**config.mk**
```make
export PLATFORM = sky130hd
export DESIGN_NAME = idc_clock_ctrl
export DESIGN_NICKNAME = d
export VERILOG_FILES = /design/src/rtl/idc_pkg.sv /design/src/rtl/idc_clk_div.sv /design/src/rtl/idc_clock_ctrl.sv
export SDC_FILE = /design/constraint.sdc
export NUM_CORES = 1
export LEC_CHECK = 0
export BUFFER_PORTS_ARGS = -buffer_cell sky130_fd_sc_hd__buf_2
export CAP_MARGIN = 15
export CORE_ASPECT_RATIO = 0.5
export CORE_MARGIN = 5
export CORE_UTILIZATION = 30
export DETAILED_ROUTE_END_ITERATION = 8
export GPL_TIMING_DRIVEN = 1
export PLACE_DENSITY = 0.63
export RECOVER_POWER = 25
export SLEW_MARGIN = 0
export SYNTH_ARGS = -nofsm -noshare
export SYNTH_HDL_FRONTEND = slang
export SYNTH_SLANG_ARGS = --single-unit
```
**constraint.sdc**
```tcl
create_clock -name mclk -period 4.2 [get_ports mclk]
set_input_delay 0.84 -clock mclk [delete_from_list [all_inputs] [get_ports mclk]]
set_output_delay 0.84 -clock mclk [all_outputs]
set_load 0.01 [all_outputs]
```
**src/rtl/idc_pkg.sv**
```systemverilog
// Constants, types and helpers shared by the clock-mode controller
package idc_pkg;

	// Register byte addresses on APB
	localparam logic [7:0] ADDR_CTRL     = 8'h00;
	localparam logic [7:0] ADDR_STATUS   = 8'h04;
	localparam logic [7:0] ADDR_IRQ_STAT = 8'h08;
	localparam logic [7:0] ADDR_IRQ_MASK = 8'h0C;

	// Control register field positions
	localparam int CTRL_TWO_CLK_BIT = 0;
	localparam int CTRL_PRESC_LSB   = 1;
	localparam int CTRL_RATIO_LSB   = 3;
	localparam int CTRL_PSYNC_BIT   = 5;
	localparam int CTRL_W           = 6;

	// Status register field positions
	localparam int STAT_MODE_LSB = 0;
	localparam int STAT_LOCK_BIT = 3;
	localparam int STAT_STRAP_BIT = 4;

	// Interrupt status / mask bit positions
	localparam int IRQ_LOCK_GAIN = 0;
	localparam int IRQ_LOCK_LOSS = 1;
	localparam int IRQ_PHASE     = 2;
	localparam int IRQ_W         = 3;

	// Values after reset
	localparam logic [CTRL_W-1:0] CTRL_RESET = 6'h00;
	localparam logic [IRQ_W-1:0]  MASK_RESET = 3'h0;

	// Counts of periods and cycles
	localparam logic [2:0] LOCK_MATCHES = 3'h4;  // Matching reference periods to lock
	localparam logic [7:0] PERIOD_MAX   = 8'hFF; // Reference silence that drops lock

	// Clock mode, one-hot
	typedef enum logic [2:0] {
		MODE_EXT  = 3'b001,
		MODE_PLL  = 3'b010,
		MODE_DUAL = 3'b100
	} idc_mode_t;

	// Lock tracker state, one-hot
	typedef enum logic [2:0] {
		LK_OFF = 3'b001,
		LK_ACQ = 3'b010,
		LK_ON  = 3'b100
	} idc_lock_t;

	// Control fields as software writes them
	typedef struct packed {
		logic       phase_sync_en;
		logic [1:0] ratio;
		logic [1:0] prescale;
		logic       two_clock_sel;
	} idc_cfg_t;

	// Two to the power of a small exponent
	function automatic logic [7:0] idc_pow2(input logic [2:0] e);
		idc_pow2 = 8'h01 << e;
	endfunction

endpackage

```
**src/rtl/idc_clk_div.sv**
```systemverilog
// Prescaler and sample-rate divider chain
`timescale 1ns/1ps
module idc_clk_div #(
	parameter int STAGES = 4
) (
	// Clock and reset
	input  wire logic              mclk,
	input  wire logic              reset,
	// Control
	input  wire logic              pll_mode,
	input  wire logic [1:0]        prescale,
	input  wire logic              ext_tick,
	input  wire logic              restart,
	// Divided timing
	output logic                   sample_tick,
	output logic [STAGES-1:0]      stage_tick,
	output logic [STAGES-1:0]      div_q
);

	logic [2:0] pre_cnt;
	logic [2:0] pre_mask;

	// Mask of 0, 1, 3 or 7 gives divide by 1, 2, 4 or 8
	assign pre_mask = 3'(idc_pkg::idc_pow2({1'b0, prescale}) - 8'h01);

	// Oscillator is mclk in multiplier mode, sample pin edges otherwise
	assign sample_tick = pll_mode ? ((pre_cnt & pre_mask) == pre_mask) : ext_tick;

	// Prescale counter free-runs on mclk in multiplier mode, held at zero otherwise
	always_ff @(posedge mclk) begin
		if (reset || !pll_mode) begin
			pre_cnt <= 3'h0;
		end else begin
			pre_cnt <= pre_cnt + 3'h1;
		end
	end

	// Ripple-free binary chain; bit k runs at sample over 2^(k+1)
	always_ff @(posedge mclk) begin
		if (reset || restart) begin
			div_q <= '0;
		end else if (sample_tick) begin
			div_q <= div_q + STAGES'(1);
		end
	end

	// One pulse per period of each divided clock
	for (genvar n = 0; n < STAGES; n++) begin : g_tick
		assign stage_tick[n] = sample_tick & (&div_q[n:0]);
	end

endmodule // idc_clk_div

```
**src/rtl/idc_clock_ctrl.sv**
```systemverilog
// Clock-mode controller: mode decode, dividers, lock tracker, APB registers
`timescale 1ns/1ps
module idc_clock_ctrl (
	// Clock and reset
	input  wire logic        mclk,
	input  wire logic        reset,
	// APB slave
	input  wire logic [7:0]  paddr,
	input  wire logic        psel,
	input  wire logic        penable,
	input  wire logic        pwrite,
	input  wire logic [31:0] pwdata,
	output logic [31:0]      prdata,
	output logic             pready,
	output logic             pslverr,
	// Device pins
	input  wire logic        multiplier_supply_strap,
	input  wire logic        data_rate_clock_in,
	input  wire logic        sample_rate_clock_in,
	input  wire logic        phase_strobe_in,
	output logic             lock_or_data_clock_out,
	// Internal clock enables
	output logic             sample_clk_en,
	output logic             data_clk_en,
	output logic [3:0]       fir_stage_en,
	// Interrupt
	output logic             irq
);

	idc_pkg::idc_cfg_t              cfg;
	idc_pkg::idc_mode_t             mode;
	idc_pkg::idc_lock_t             lock_state;
	idc_pkg::idc_lock_t             next_lock_state;
	logic                           strap_q;
	logic                           sr_prev;
	logic                           dr_prev;
	logic                           ps_prev;
	logic                           sr_rise;
	logic                           dr_rise;
	logic                           ps_rise;
	logic                           restart;
	logic                           sample_tick;
	logic [3:0]                     stage_tick;
	logic [3:0]                     div_q;
	logic [3:0]                     cfg_prev;
	logic                           cfg_chg;
	logic [7:0]                     per_cnt;
	logic [7:0]                     per_expect;
	logic                           per_match;
	logic [2:0]                     match_cnt;
	logic [idc_pkg::IRQ_W-1:0]      irq_stat;
	logic [idc_pkg::IRQ_W-1:0]      irq_mask;
	logic [idc_pkg::IRQ_W-1:0]      irq_event;
	logic [idc_pkg::IRQ_W-1:0]      irq_clr;
	logic                           acc_wr;
	logic                           setup;
	logic                           addr_hit;
	logic [31:0]                    rd_val;

	// Pins are synchronous to mclk; edges found against last sample
	always_ff @(posedge mclk) begin
		if (reset) begin
			strap_q <= 1'b0;
			sr_prev <= 1'b0;
			dr_prev <= 1'b0;
			ps_prev <= 1'b0;
		end else begin
			strap_q <= multiplier_supply_strap;
			sr_prev <= sample_rate_clock_in;
			dr_prev <= data_rate_clock_in;
			ps_prev <= phase_strobe_in;
		end
	end

	assign sr_rise = sample_rate_clock_in & ~sr_prev;
	assign dr_rise = data_rate_clock_in & ~dr_prev;
	assign ps_rise = phase_strobe_in & ~ps_prev;

	// Strap outranks the two-clock bit entirely
	always_comb begin
		if (strap_q) begin
			mode = idc_pkg::MODE_PLL;
		end else if (cfg.two_clock_sel) begin
			mode = idc_pkg::MODE_DUAL;
		end else begin
			mode = idc_pkg::MODE_EXT;
		end
	end

	// Strobe only aligns dividers when enabled and clocked externally
	assign restart = ps_rise & cfg.phase_sync_en & (mode == idc_pkg::MODE_EXT);

	// Sample pin is ignored in multiplier mode; prescaler runs on mclk
	idc_clk_div #(
		.STAGES(4)
	) u_div (
		.mclk        (mclk),
		.reset       (reset),
		.pll_mode    (mode == idc_pkg::MODE_PLL),
		.prescale    (cfg.prescale),
		.ext_tick    (sr_rise),
		.restart     (restart),
		.sample_tick (sample_tick),
		.stage_tick  (stage_tick),
		.div_q       (div_q)
	);

	// Selection change seen one cycle after the write
	always_ff @(posedge mclk) begin
		if (reset) begin
			cfg_prev <= 4'h0;
		end else begin
			cfg_prev <= {cfg.ratio, cfg.prescale};
		end
	end

	assign cfg_chg = ({cfg.ratio, cfg.prescale} != cfg_prev);

	// Feedback period in mclk cycles is prescale times ratio
	assign per_expect = idc_pkg::idc_pow2(3'({1'b0, cfg.prescale} + {1'b0, cfg.ratio}) + 3'h1);
	assign per_match  = (per_cnt == per_expect - 8'h01);

	// Reference period measure, saturating so silence is visible
	always_ff @(posedge mclk) begin
		if (reset || dr_rise) begin
			per_cnt <= 8'h00;
		end else if (per_cnt != idc_pkg::PERIOD_MAX) begin
			per_cnt <= per_cnt + 8'h01;
		end
	end

	// Lock model: reference must match feedback for several periods
	always_comb begin
		next_lock_state = lock_state;
		unique case (lock_state)
			idc_pkg::LK_OFF: begin
				next_lock_state = idc_pkg::LK_ACQ;
			end
			idc_pkg::LK_ACQ: begin
				if (dr_rise && per_match && match_cnt == idc_pkg::LOCK_MATCHES - 3'h1) begin
					next_lock_state = idc_pkg::LK_ON;
				end
			end
			idc_pkg::LK_ON: begin
				if ((dr_rise && !per_match) || per_cnt == idc_pkg::PERIOD_MAX) begin
					next_lock_state = idc_pkg::LK_ACQ;
				end
			end
		endcase
		if (mode != idc_pkg::MODE_PLL) begin
			next_lock_state = idc_pkg::LK_OFF;
		end else if (cfg_chg) begin
			next_lock_state = idc_pkg::LK_ACQ;
		end
	end

	always_ff @(posedge mclk) begin
		if (reset) begin
			lock_state <= idc_pkg::LK_OFF;
		end else begin
			lock_state <= next_lock_state;
		end
	end

	// Matched periods; any miss or reselect starts over
	always_ff @(posedge mclk) begin
		if (reset || cfg_chg || lock_state != idc_pkg::LK_ACQ) begin
			match_cnt <= 3'h0;
		end else if (dr_rise) begin
			match_cnt <= per_match ? match_cnt + 3'h1 : 3'h0;
		end
	end

	// Multi-use pin: lock, divided clock, or held low
	always_ff @(posedge mclk) begin
		if (reset) begin
			lock_or_data_clock_out <= 1'b0;
		end else begin
			unique case (mode)
				idc_pkg::MODE_PLL:  lock_or_data_clock_out <= (lock_state == idc_pkg::LK_ON);
				idc_pkg::MODE_EXT:  lock_or_data_clock_out <= div_q[cfg.ratio];
				idc_pkg::MODE_DUAL: lock_or_data_clock_out <= 1'b0;
			endcase
		end
	end

	// Clock enables; dual mode takes data timing from the reference pin
	always_ff @(posedge mclk) begin
		if (reset) begin
			sample_clk_en <= 1'b0;
			data_clk_en   <= 1'b0;
		end else begin
			sample_clk_en <= (mode == idc_pkg::MODE_DUAL) ? sr_rise : sample_tick;
			data_clk_en   <= (mode == idc_pkg::MODE_DUAL) ? dr_rise : stage_tick[cfg.ratio];
		end
	end

	// Only the stages the ratio needs are clocked, saving power
	for (genvar n = 0; n < 4; n++) begin : g_stage
		always_ff @(posedge mclk) begin
			if (reset) begin
				fir_stage_en[n] <= 1'b0;
			end else begin
				fir_stage_en[n] <= stage_tick[n] & (2'(n) <= cfg.ratio);
			end
		end
	end

	// Interrupt events
	assign irq_event[idc_pkg::IRQ_LOCK_GAIN] = (next_lock_state == idc_pkg::LK_ON) && (lock_state != idc_pkg::LK_ON);
	assign irq_event[idc_pkg::IRQ_LOCK_LOSS] = (lock_state == idc_pkg::LK_ON) && (next_lock_state != idc_pkg::LK_ON);
	assign irq_event[idc_pkg::IRQ_PHASE]     = restart;

	// APB decode; access completes in the cycle after setup
	assign setup    = psel & ~penable & ~pready;
	assign acc_wr   = psel & penable & pready & pwrite & ~pslverr;
	assign addr_hit = (paddr == idc_pkg::ADDR_CTRL) || (paddr == idc_pkg::ADDR_STATUS)
		|| (paddr == idc_pkg::ADDR_IRQ_STAT) || (paddr == idc_pkg::ADDR_IRQ_MASK);
	assign irq_clr  = (acc_wr && paddr == idc_pkg::ADDR_IRQ_STAT) ? pwdata[idc_pkg::IRQ_W-1:0] : '0;

	// Read mux; unused bits read zero
	always_comb begin
		rd_val = 32'h0000_0000;
		unique case (paddr)
			idc_pkg::ADDR_CTRL:     rd_val[idc_pkg::CTRL_W-1:0] = cfg;
			idc_pkg::ADDR_STATUS: begin
				rd_val[idc_pkg::STAT_MODE_LSB +: 3] = mode;
				rd_val[idc_pkg::STAT_LOCK_BIT]      = (lock_state == idc_pkg::LK_ON);
				rd_val[idc_pkg::STAT_STRAP_BIT]     = strap_q;
			end
			idc_pkg::ADDR_IRQ_STAT: rd_val[idc_pkg::IRQ_W-1:0] = irq_stat;
			idc_pkg::ADDR_IRQ_MASK: rd_val[idc_pkg::IRQ_W-1:0] = irq_mask;
			default:                rd_val = 32'h0000_0000;
		endcase
	end

	// Answer registered at setup so bus outputs come from flops
	always_ff @(posedge mclk) begin
		if (reset) begin
			pready  <= 1'b0;
			pslverr <= 1'b0;
			prdata  <= 32'h0000_0000;
		end else if (setup) begin
			pready  <= 1'b1;
			pslverr <= ~addr_hit;
			prdata  <= pwrite ? 32'h0000_0000 : rd_val;
		end else begin
			pready  <= 1'b0;
			pslverr <= 1'b0;
			prdata  <= 32'h0000_0000;
		end
	end

	// Writable control and mask
	always_ff @(posedge mclk) begin
		if (reset) begin
			cfg      <= idc_pkg::CTRL_RESET;
			irq_mask <= idc_pkg::MASK_RESET;
		end else if (acc_wr && paddr == idc_pkg::ADDR_CTRL) begin
			cfg <= pwdata[idc_pkg::CTRL_W-1:0];
		end else if (acc_wr && paddr == idc_pkg::ADDR_IRQ_MASK) begin
			irq_mask <= pwdata[idc_pkg::IRQ_W-1:0];
		end
	end

	// Sticky status, write one to clear; a new event beats the clear
	always_ff @(posedge mclk) begin
		if (reset) begin
			irq_stat <= '0;
			irq      <= 1'b0;
		end else begin
			irq_stat <= (irq_stat & ~irq_clr) | irq_event;
			irq      <= |(((irq_stat & ~irq_clr) | irq_event) & irq_mask);
		end
	end
endmodule // idc_clock_ctrl

```
==> results.md, run 1 <==
* DR vias/cell at 4.54
* Hold Vio Cnt, Final at 0
* First-pass GRT wire length at 10100 um
* DRC at 0
* GR Util met2 at 16.2%
* Clock Sink Count at 57
* Clock buffer depth at 2
* Total Nets Final at 425
* Synth Area in Compound Gates at 11.8%
* DR WL/cell at 11.9 um
* Synthesized instance count at 331
* Synth top area cells: dfxtp_1 39%, buf_4 6.7%, nor2_1 5.0%
* GP Congestion at 0.727
* Largest area contributor in the netlist: dfxtp_1
* Startpoint types: register
* Largest net degree at the start of global routing at 34
* Pwr Total at 1.32 mW
* Post-synth ARST share at 0%
* Grt ovf at 0
* Worst Path Max Fanout at 7
* Cell area after synthesis at 2900 um^2
* Placed wire-length estimate at 4480 um
* Worst relative slew slack at -0.783%
* Initial DRC Count at 103
* Site row count at 25
* Sw Share at 22.4%
* Final Cell Area at 3380 um^2
* Initial Utilization at 30.7%
* Multiplexer share of the synthesized area at 5.99%
* Mean post-synth cell area at 8.77 um^2
* Yosys top cell area share at 39.3%
* Pint at 1.02 mW
* IO Count at 91
* Fin Clk Skew at 0.00309 ns
* Met3 Resource Use GR at 4.03%
* Synth cell types at 55
* Required time of the critical path at 4.42 ns
* CP endpoint kind: register
* Syn. warnings at 0
* Leakage at 1.47 nW
* Layout cell share with drive strength beyond 1 at 15.9%
* Synth Area in Adders at 4.14%
* FILL cells at 977
* TritonCTS buffer count at 9
* Run status: finished, violations left
* Post-CTS sizing at 0
* Ant. Diodes at 0
* Failing checks: max-capacitance violations, max-slew violations
* Synth Area in XOR/XNOR at 3.62%
* Hold Path Class: register to register
* Final setup fails at 0
* Worst Slack Setup Final at 1.03 ns
* RSZ-0062 raised after global routing: no
* Gate power share at 6.0%
* Vias at 2298
* Tmin final at 3.17 ns
* DP Area at 3110 um^2
* CTS tree: done
* Clock Latency Late Sink at 0.32 ns
* Largest family of logic cells by synthesized area: simple AND/OR/NAND/NOR gates
* Antenna violations before repair at 0
* Post-synthesis sequential area ratio at 39.3%
* Post-synth EDFFs at 0
* Routed Antenna Nets at 0
* Sequential power share at 42.7%
* Cts hold-fix bufs at 0
* Crit path kind: register to register
* Max-slew violations at 34
* Pre-antenna DRT Iters at 5
* Number of global-route vias before repair at 2134
* Post-synth top flop: dfxtp_1
* Met1 Track Usage GR at 13.8%
* Final Cycle Share at 75.4%
* Core region area at 9450 um^2
* Crit path arrival time at 3.38 ns
* Clk pwr share at 51.3%
* Peak supply drop at 0.180 mV
* Worst-Margin Slew at 1.51 ns
* Setup Fix Bufs, Post-CTS at 0
* Maxcap violations at 1
* Worst hold slack at 0.447 ns
* IO Port Bufs at 38
* Total die area at 11900 um^2
* Reg2Reg Setup Slack at 1.03 ns
* Routed wire length at 6040 um
* Power density over the cells at 390 nW/um^2
* Setup TNS Final at 0 ns
* DIE HEIGHT at 79.6 um
* #FFs+latches synth at 57
* F_max at 0.316 GHz
* Post-Synth Simple-Gate Area at 24.3%
* GRT Util Overall at 10.7%
* Synth-to-layout area growth at 16.4%
* Worst-path clk slew at 0.05 ns
* Clock root buffer: clkbuf_16
* CTS H-tree lvls at 3
* Psw at 296 uW
* Place WS at 1.05 ns
* Gr busiest metal: met2
* Die W at 149 um
## logic make-up (layout without fill, tap and decap cells)
logic type      after synthesis  in the layout
compound gates               51             51
mux                          16             16
xor+xnor                     12             12
buf+inv                      54             69
fa+ha+maj                     9              9
simple gates                131            131
flops                        57             57
other cells                   1             26
## synthesized netlist by cell type (3+ instances only)
library cell / n
a211oi_1: 5
a21oi_1: 14
a22oi_1: 3
a31oi_1: 4
and2_1: 3
and3_1: 7
buf_4: 26
clkbuf_1: 10
dfxtp_1: 57
ha_1: 8
inv_1: 15
mux2i_1: 14
nand2_1: 21
nand2b_1: 8
nand3_1: 10
nand4_1: 5
nor2_1: 39
nor2b_1: 7
nor3_1: 6
nor3b_1: 4
o21ai_0: 8
o31ai_1: 4
or2_2: 3
xnor2_1: 3
xor2_1: 9
## power by group through the flow
stage                     Sequential, mW  Combinational [mW]  Clock [mW]
after floorplan                    0.571              0.0716           0
after global placement             0.573              0.0784           0
after detailed placement           0.573              0.0790           0
after CTS                          0.562              0.0793       0.687
after global routing               0.564              0.0901       0.712
final                              0.563              0.0792       0.676
## path summary, 6_finish.rpt
path                 from      endpoint  cells past startpoint
min reg2reg  match_cnt[2]  match_cnt[2]                      2
max                cfg[4]   irq_stat[0]                     10
max reg2reg        cfg[4]   irq_stat[0]                     10
min          match_cnt[2]  match_cnt[2]                      2
## registers in the layout, summed over array words and instances (netlist names)
name                    flops
pready                      1
lock_state                  3
ps_prev                     1
u_div.pre_cnt               3
dr_prev                     1
data_clk_en                 1
lock_or_data_clock_out      1
irq_stat                    3
cfg_prev                    4
prdata                      6
strap_q                     1
sample_clk_en               1
u_div.div_q                 4
sr_prev                     1
irq_mask                    3
per_cnt                     8
cfg                         6
fir_stage_en                4
pslverr                     1
irq                         1
match_cnt                   3
## metrics by stage
step | std cells | utilization (%)
floorplan | 356 | -
global placement | 491 | 32.9
detailed placement | 491 | 32.9
CTS | 506 | 35.9
global route | 506 | 35.8
finish | 506 | 35.8
## critical path, cell delays in order, from the launching register on
cell	delay, ns
dfxtp_1	0.52
inv_1	0.16
fa_1	0.66
nand3_1	0.14
ha_1	0.31
xor2_1	0.19
and4bb_2	0.24
a211oi_1	0.33
a211oi_2	0.12
and2_2	0.23
a21o_1	0.15
## cell usage in the layout (no fill, tap or decap), drive strengths merged, types with 10 or more instances in the layout
cell type and instances:
mux2i 14, dfxtp 57, nor2 39, nand2 21, clkbuf 21, buf 30, inv 15, nand3 10
a21oi 14, conb 26
## layer usage
metal	wire length, um	share of wire, %	up-vias
met2	2610	43	60
li1	-	-	1172
met1	2970	49	1060
met3	390	6.5	6
met5	0	0	-
met4	71	1.2	0
## final cells by class
| cell class | instances | area, um^2 | share of cell area [%] |
|---|---|---|---|
| inverters | 15 | 56.3 | 1.67 |
| multi-input cells | 245 | 1550 | 45.7 |
| clock buffers | 12 | 267 | 7.88 |
| repair buffers | 39 | 186 | 5.51 |
| clock inverters | 3 | 15.0 | 0.444 |
| flip-flops and latches | 57 | 1140 | 33.8 |
| well taps | 135 | 169 | 5.00 |
(Power assumes the default switching activity.)
==> inputs of run 2 (changes only) <==
- ABC_AREA: default -> 1
- clock period: 4.2 -> 3.1 ns (I/O delays scaled with it)
==> run 2 against run 1 <==
The run now ends clean. Combinational power up 23%. Cell area is 4.0% higher. Critical path depth grew 9. Register-to-register slack worse by 0.67 ns. Die area is essentially flat. Non-clock buffer count rose by 9. Highest routed layer unchanged. Routed wire length rose by 6.5%. Worst hold slack better by 0.0081 ns. Flip-flop and latch count stayed put. Sequential share of layout area fell by 1.3 points.
==> results.md, run 2 <==
* Setup Fix Bufs, Post-CTS at 0
* Total Nets Final at 513
* #FFs+latches synth at 57
* Synth-to-layout area growth at 21.2%
* Post-synth ARST share at 0%
* Required time of the critical path at 3.37 ns
* Routed Antenna Nets at 0
* Worst relative slew slack at 35.0%
* Largest area contributor in the netlist: dfxtp_1
* Worst Path Max Fanout at 6
* Initial DRC Count at 115
* GRT Util Overall at 11.4%
* Hold Path Class: register to register
* Site row count at 25
* Largest net degree at the start of global routing at 19
* Layout cell share with drive strength beyond 1 at 16.3%
* CP endpoint kind: register
* Max reg flops at 8
* Biggest cell delay along the critical path at 0.56 ns
* Vias at 2560
* Clock Latency Late Sink at 0.33 ns
* Fin Clk Skew at 0.00816 ns
* FILL cells at 1002
* Most frequent cells in the layout: 84 x nand2_1, 57 x dfxtp_1, 54 x inv_1, 43 x nor2_1, 36 x buf_2
* Count leader, synth: nand2_1
* Grt ovf at 0
* Top delay family on crit path: simple AND/OR/NAND/NOR gates
* Cell area after synthesis at 2900 um^2
* Most flop-heavy register: per_cnt
* Power density over the cells at 547 nW/um^2
* Clock buffer depth at 2
* Worst-Margin Slew at 0.966 ns
* Worst Slack Setup Final at 0.365 ns
* Synth cell types at 33
* Cts hold-fix bufs at 0
* Commonest cells post-synth: 84 x nand2_1, 57 x dfxtp_1, 54 x inv_1
* Die W at 149 um
* Hold Vio Cnt, Final at 0
* Routed wire length at 6430 um
* Number of global-route vias before repair at 2361
* Syn. warnings at 0
* Post-synth EDFFs at 0
* Antenna violations before repair at 0
* Final setup fails at 0
* RSZ-0062 raised after global routing: no
* Post-synth top flop: dfxtp_1
* Regs by FF count: per_cnt x8, cfg x6, prdata x6
* First-pass GRT wire length at 10800 um
* Max-slew violations at 0
* TritonCTS buffer count at 9
* DIE HEIGHT at 79.6 um
* Place WS at 0.302 ns
* Tmin final at 2.74 ns
* GP Congestion at 0.802
* DR vias/cell at 4.30
* CTS H-tree lvls at 3
* Startpoint types: register
* Worst-path clk slew at 0.05 ns
* Slowest CP cell: fa_1
* Peak supply drop at 0.358 mV
* Area of the multi-input gates at 1400 um^2
* Leakage at 1.60 nW
* Crit path arrival time at 3.01 ns
* Final Cycle Share at 88.2%
* Setup TNS Final at 0 ns
* Leading cell type in the layout, fill and taps excluded: nand2_1
* Maxcap violations at 0
* Pre-antenna DRT Iters at 4
* Placed wire-length estimate at 5030 um
* Run status: complete, no violations
* IO Port Bufs at 38
* IO Count at 91
* Crit path kind: register to register
* Synthesized instance count at 403
* CTS tree: done
* Clock root buffer: clkbuf_16
* DRC at 0
* Synth top area cells: dfxtp_1 39%, nand2_1 11%, inv_1 7.0%
* Clock Sink Count at 57
* Core region area at 9450 um^2
* Total die area at 11900 um^2
* Ant. Diodes at 0
* Buf/Inv on CP at 1
* Yosys top cell area share at 39.3%
* FF+latch area at 1140 um^2
* F_max at 0.366 GHz
* Top cell by count, worst path: nand2_1
* Post-synthesis sequential area ratio at 39.3%
* Initial Utilization at 30.7%
* DR WL/cell at 10.8 um
* Mean post-synth cell area at 7.20 um^2
* Critical-path cell list: clkinv_1 -> fa_1 -> nand3_1 -> ha_2 -> nand2_1 -> nand2_1 -> nand2_1 -> nand2_1 -> nand2_1 -> nand2_1 -> nor2_1 -> nand2_1 -> nand2_1 -> nand2_2 -> nand2_2 -> nand4_1 -> nand2_1 -> nand3_1 -> nand3_1
==> run 2: logic make-up after synthesis <==
kind of cell             Yosys count  share of synthesized area, %
AND/OR/NAND/NOR                  179                          27.8
buffers and inverters             90                          15.2
AO/OA/AOI/OAI                     60                          11.3
flip-flops                        57                          39.3
adder cells (fa/ha/maj)            9                          4.14
XOR/XNOR                           7                          2.11
other                              1                         0.129
==> run 2: stage by stage <==
stage,instance area [um^2],power (mW),instances,utilization [%],hold WS (ns)
6_report,3520,1.92,595,37.2,0.455
5_1_grt,3520,2.01,595,37.2,0.489
4_1_cts,3540,1.95,595,37.4,0.458
3_5_place_dp,3210,0.872,579,33.9,0.452
3_3_place_gp,3210,0.871,579,33.9,0.437
2_1_floorplan,3000,0.860,428,-,0.417
==> run 2: worst paths after layout <==
| path | startpoint | endpoint | slack [ns] | depth (start not counted) |
|---|---|---|---|---|
| setup / recovery | cfg[4] | irq | 0.36 | 19 |
| hold / removal | u_div.pre_cnt[0] | u_div.pre_cnt[0] | 0.46 | 1 |
| setup reg to reg | cfg[4] | irq | 0.36 | 19 |
| hold reg to reg | u_div.pre_cnt[0] | u_div.pre_cnt[0] | 0.46 | 1 |
==> run 2: timing repair <==
item	in CTS	in global routing
resized for setup	0	1
endpoints found under the hold margin	0	0
endpoints found under the setup margin	0	1
==> run 2: cell type report <==
class | count | share of cell area (%)
clock buffer | 10 | 6.79
tap | 135 | 4.80
multi-input combinational | 281 | 39.8
clock inverter | 6 | 2.56
sequential | 57 | 32.4
inverter | 58 | 6.19
timing repair buffer | 48 | 7.36
==> run 2: worst register-to-register path, cell delays in order (launching register included) <==
cell      delay, ns
dfxtp_1        0.42
clkinv_1       0.15
fa_1           0.56
nand3_1        0.12
ha_2           0.26
nand2_1        0.08
nand2_1        0.05
nand2_1        0.07
nand2_1        0.05
nand2_1        0.05
nand2_1        0.07
nor2_1         0.10
nand2_1        0.07
nand2_1        0.07
nand2_2        0.05
nand2_2        0.09
nand4_1        0.16
nand2_1        0.11
nand3_1        0.06
nand3_1        0.08
==> run 2: report_power, final <==
part           switching, mW  internal, mW  total [mW]
registers             0.0108         0.747       0.757
logic                 0.0666        0.0311      0.0976
clock network          0.343         0.727        1.07
total                  0.420          1.50        1.92
==> run 2: per-layer routing <==
layer,vias up,global-route usage (%),part of all wire (%)
li1,1355,-,-
met4,0,4.11,1.2
met5,-,0,0
met3,10,3.40,4.7
met1,1147,13.7,47
met2,48,19.3,48
==> inputs of run 3 (changes only) <==
- BUFFER_PORTS_ARGS: -buffer_cell sky130_fd_sc_hd__buf_2 -> -buffer_cell sky130_fd_sc_hd__buf_4
- REMOVE_ABC_BUFFERS: default -> 1
==> run 3 against run 2 <==
Power shrank 8.1%. Sequential power is essentially flat. Clock power shrank 16%. Routed wire length grew 1.5%. Global-route usage is essentially flat. Critical endpoint unchanged. Cell area grew 1.0%. Largest cell class unchanged. Final cell count shrank 0.34%. Critical path depth shrank 1. Maximum frequency shrank 1.3%. Clock skew shrank 0.00053 ns. Via count shrank 0.23%. Flip-flop and latch count is the same.
==> results.md, run 3 (synthesized netlist as in run 2, its figures left out) <==
* Vias at 2554
* Antenna violations before repair at 0
* Initial DRC Count at 149
* Pre-antenna DRT Iters at 4
* IO Port Bufs at 38
* Final Cycle Share at 89.4%
* Clock root buffer: clkbuf_16
* Initial Utilization at 30.7%
* Hold Vio Cnt, Final at 0
* Final setup fails at 0
* Biggest cell delay along the critical path at 0.52 ns
* CTS H-tree lvls at 3
* Peak supply drop at 0.240 mV
* Placed wire-length estimate at 5010 um
* Clock Latency Late Sink at 0.32 ns
* Grt ovf at 0
* Worst relative slew slack at 38.0%
* Max reg flops at 8
* Required time of the critical path at 3.36 ns
* Maxcap violations at 0
* Final non-filler cell total at 593
* DP Area at 3290 um^2
* F_max at 0.361 GHz
* Worst-path clk slew at 0.05 ns
* Crit path kind: register to register
* Final Cell Area at 3550 um^2
* Hold Path Class: register to register
* DR vias/cell at 4.31
* Run status: complete, no violations
* CTS tree: done
* Worst Path Max Fanout at 3
* Most flop-heavy register: per_cnt
* Regs by FF count: per_cnt x8, cfg x6, prdata x6
* Leading cell type in the layout, fill and taps excluded: nand2_1
* Final Core Density at 37.6%
* Clock Sink Count at 57
* Critical-path cell list: inv_1 -> ha_1 -> fa_1 -> nand3_1 -> ha_2 -> nand2_1 -> nand2_1 -> nor2_1 -> nand3_1 -> nor2_1 -> nand2_1 -> nand2_1 -> nand2_2 -> nand2_2 -> nand4_1 -> nand2_1 -> nand3_1 -> nand3_1
* Routed Antenna Nets at 0
* Number of global-route vias before repair at 2337
* Tmin final at 2.77 ns
* IO Count at 91
* Crit path arrival time at 3.03 ns
* Leakage at 1.58 nW
* Core region area at 9450 um^2
* Pwr Total at 1.77 mW
* Most frequent cells in the layout: 84 x nand2_1, 57 x dfxtp_1, 54 x inv_1, 43 x nor2_1, 40 x buf_4
* Worst-Margin Slew at 0.929 ns
* Top cell by count, worst path: nand2_1
* CP endpoint kind: register
* Site row count at 25
* GRT Util Overall at 11.4%
* Slowest CP cell: fa_1
* RSZ-0062 raised after global routing: no
* Reg2Reg Setup Slack at 0.33 ns
* Power density over the cells at 498 nW/um^2
* DIE HEIGHT at 79.6 um
* Cts hold-fix bufs at 0
* Largest net degree at the start of global routing at 20
* DRC at 0
* Ant. Diodes at 0
* Total Nets Final at 512
* Routed wire length at 6530 um
* DR WL/cell at 11.0 um
* Synth-to-layout area growth at 22.4%
* Startpoint types: register
* Total die area at 11900 um^2
* GP Congestion at 0.879
* TritonCTS buffer count at 9
* Clock buffer depth at 2
* Cells after DPL at 578
* Max-slew violations at 0
* Layout cell share with drive strength beyond 1 at 15.3%
* Setup TNS Final at 0 ns
* Die W at 149 um
* First-pass GRT wire length at 10800 um
* Fin Clk Skew at 0.00763 ns
==> run 3: cell count changes in the layout (fill, tap and decap cells not counted), moves of 2 or more <==
cell / delta
buf_4: +31
bufinv_16: -2
clkinv_2: +2
clkbuf_1: +4
clkbuf_8: +2
buf_2: -36
==> run 3: worst paths after layout <==
check                                 startpoint                to  cells past startpoint
worst max-delay path                      cfg[1]               irq                     18
worst min-delay path            u_div.pre_cnt[0]  u_div.pre_cnt[0]                      1
worst max register to register            cfg[1]               irq                     18
worst min register to register  u_div.pre_cnt[0]  u_div.pre_cnt[0]                      1
==> run 3: layout make-up <==
| type | instances | area, um^2 |
|---|---|---|
| inverters | 58 | 218 |
| fillers | 1027 | 5890 |
| repair buffers | 47 | 327 |
| flip-flops and latches | 57 | 1140 |
| clock buffers | 12 | 267 |
| well taps | 135 | 169 |
| multi-input cells | 281 | 1420 |
| clock inverters | 3 | 15.0 |
==> run 3: stage by stage <==
step | worst slack [ns] | hold WS (ns)
6_report | 0.328 | 0.447
3_3_place_gp | 0.338 | 0.439
3_5_place_dp | 0.286 | 0.442
4_1_cts | 0.280 | 0.449
5_1_grt | 0.0255 | 0.470
2_1_floorplan | 0.331 | 0.417
==> run 3: critical path, delay by kind of cell (launching register included) <==
family,cells,cell delay [ns]
flops,1,0.32
fa+ha+maj,3,1.05
simple gates,14,1.28
buf+inv,1,0.07
==> run 3: report_power, final <==
| group | leakage [nW] | internal (mW) | switching [mW] |
|---|---|---|---|
| clock | 0.144 | 0.595 | 0.309 |
| combinational | 0.977 | 0.0387 | 0.0680 |
| sequential | 0.462 | 0.748 | 0.0112 |
| total | 1.58 | 1.38 | 0.388 |
==> run 3: timing repair <==
action | in CTS | in global routing
setup buffers | 0 | 0
resized for setup | 0 | 1
endpoints found under the setup margin | 0 | 1
==> run 3: routing by layer <==
| layer | up-vias | wire [um] | global-route usage [%] |
|---|---|---|---|
| met1 | 1132 | 3190 | 14.3 |
| met4 | 0 | 72 | 4.75 |
| li1 | 1351 | - | - |
| met3 | 9 | 331 | 3.18 |
| met2 | 62 | 2940 | 18.4 |
| met5 | - | 0 | 0 |
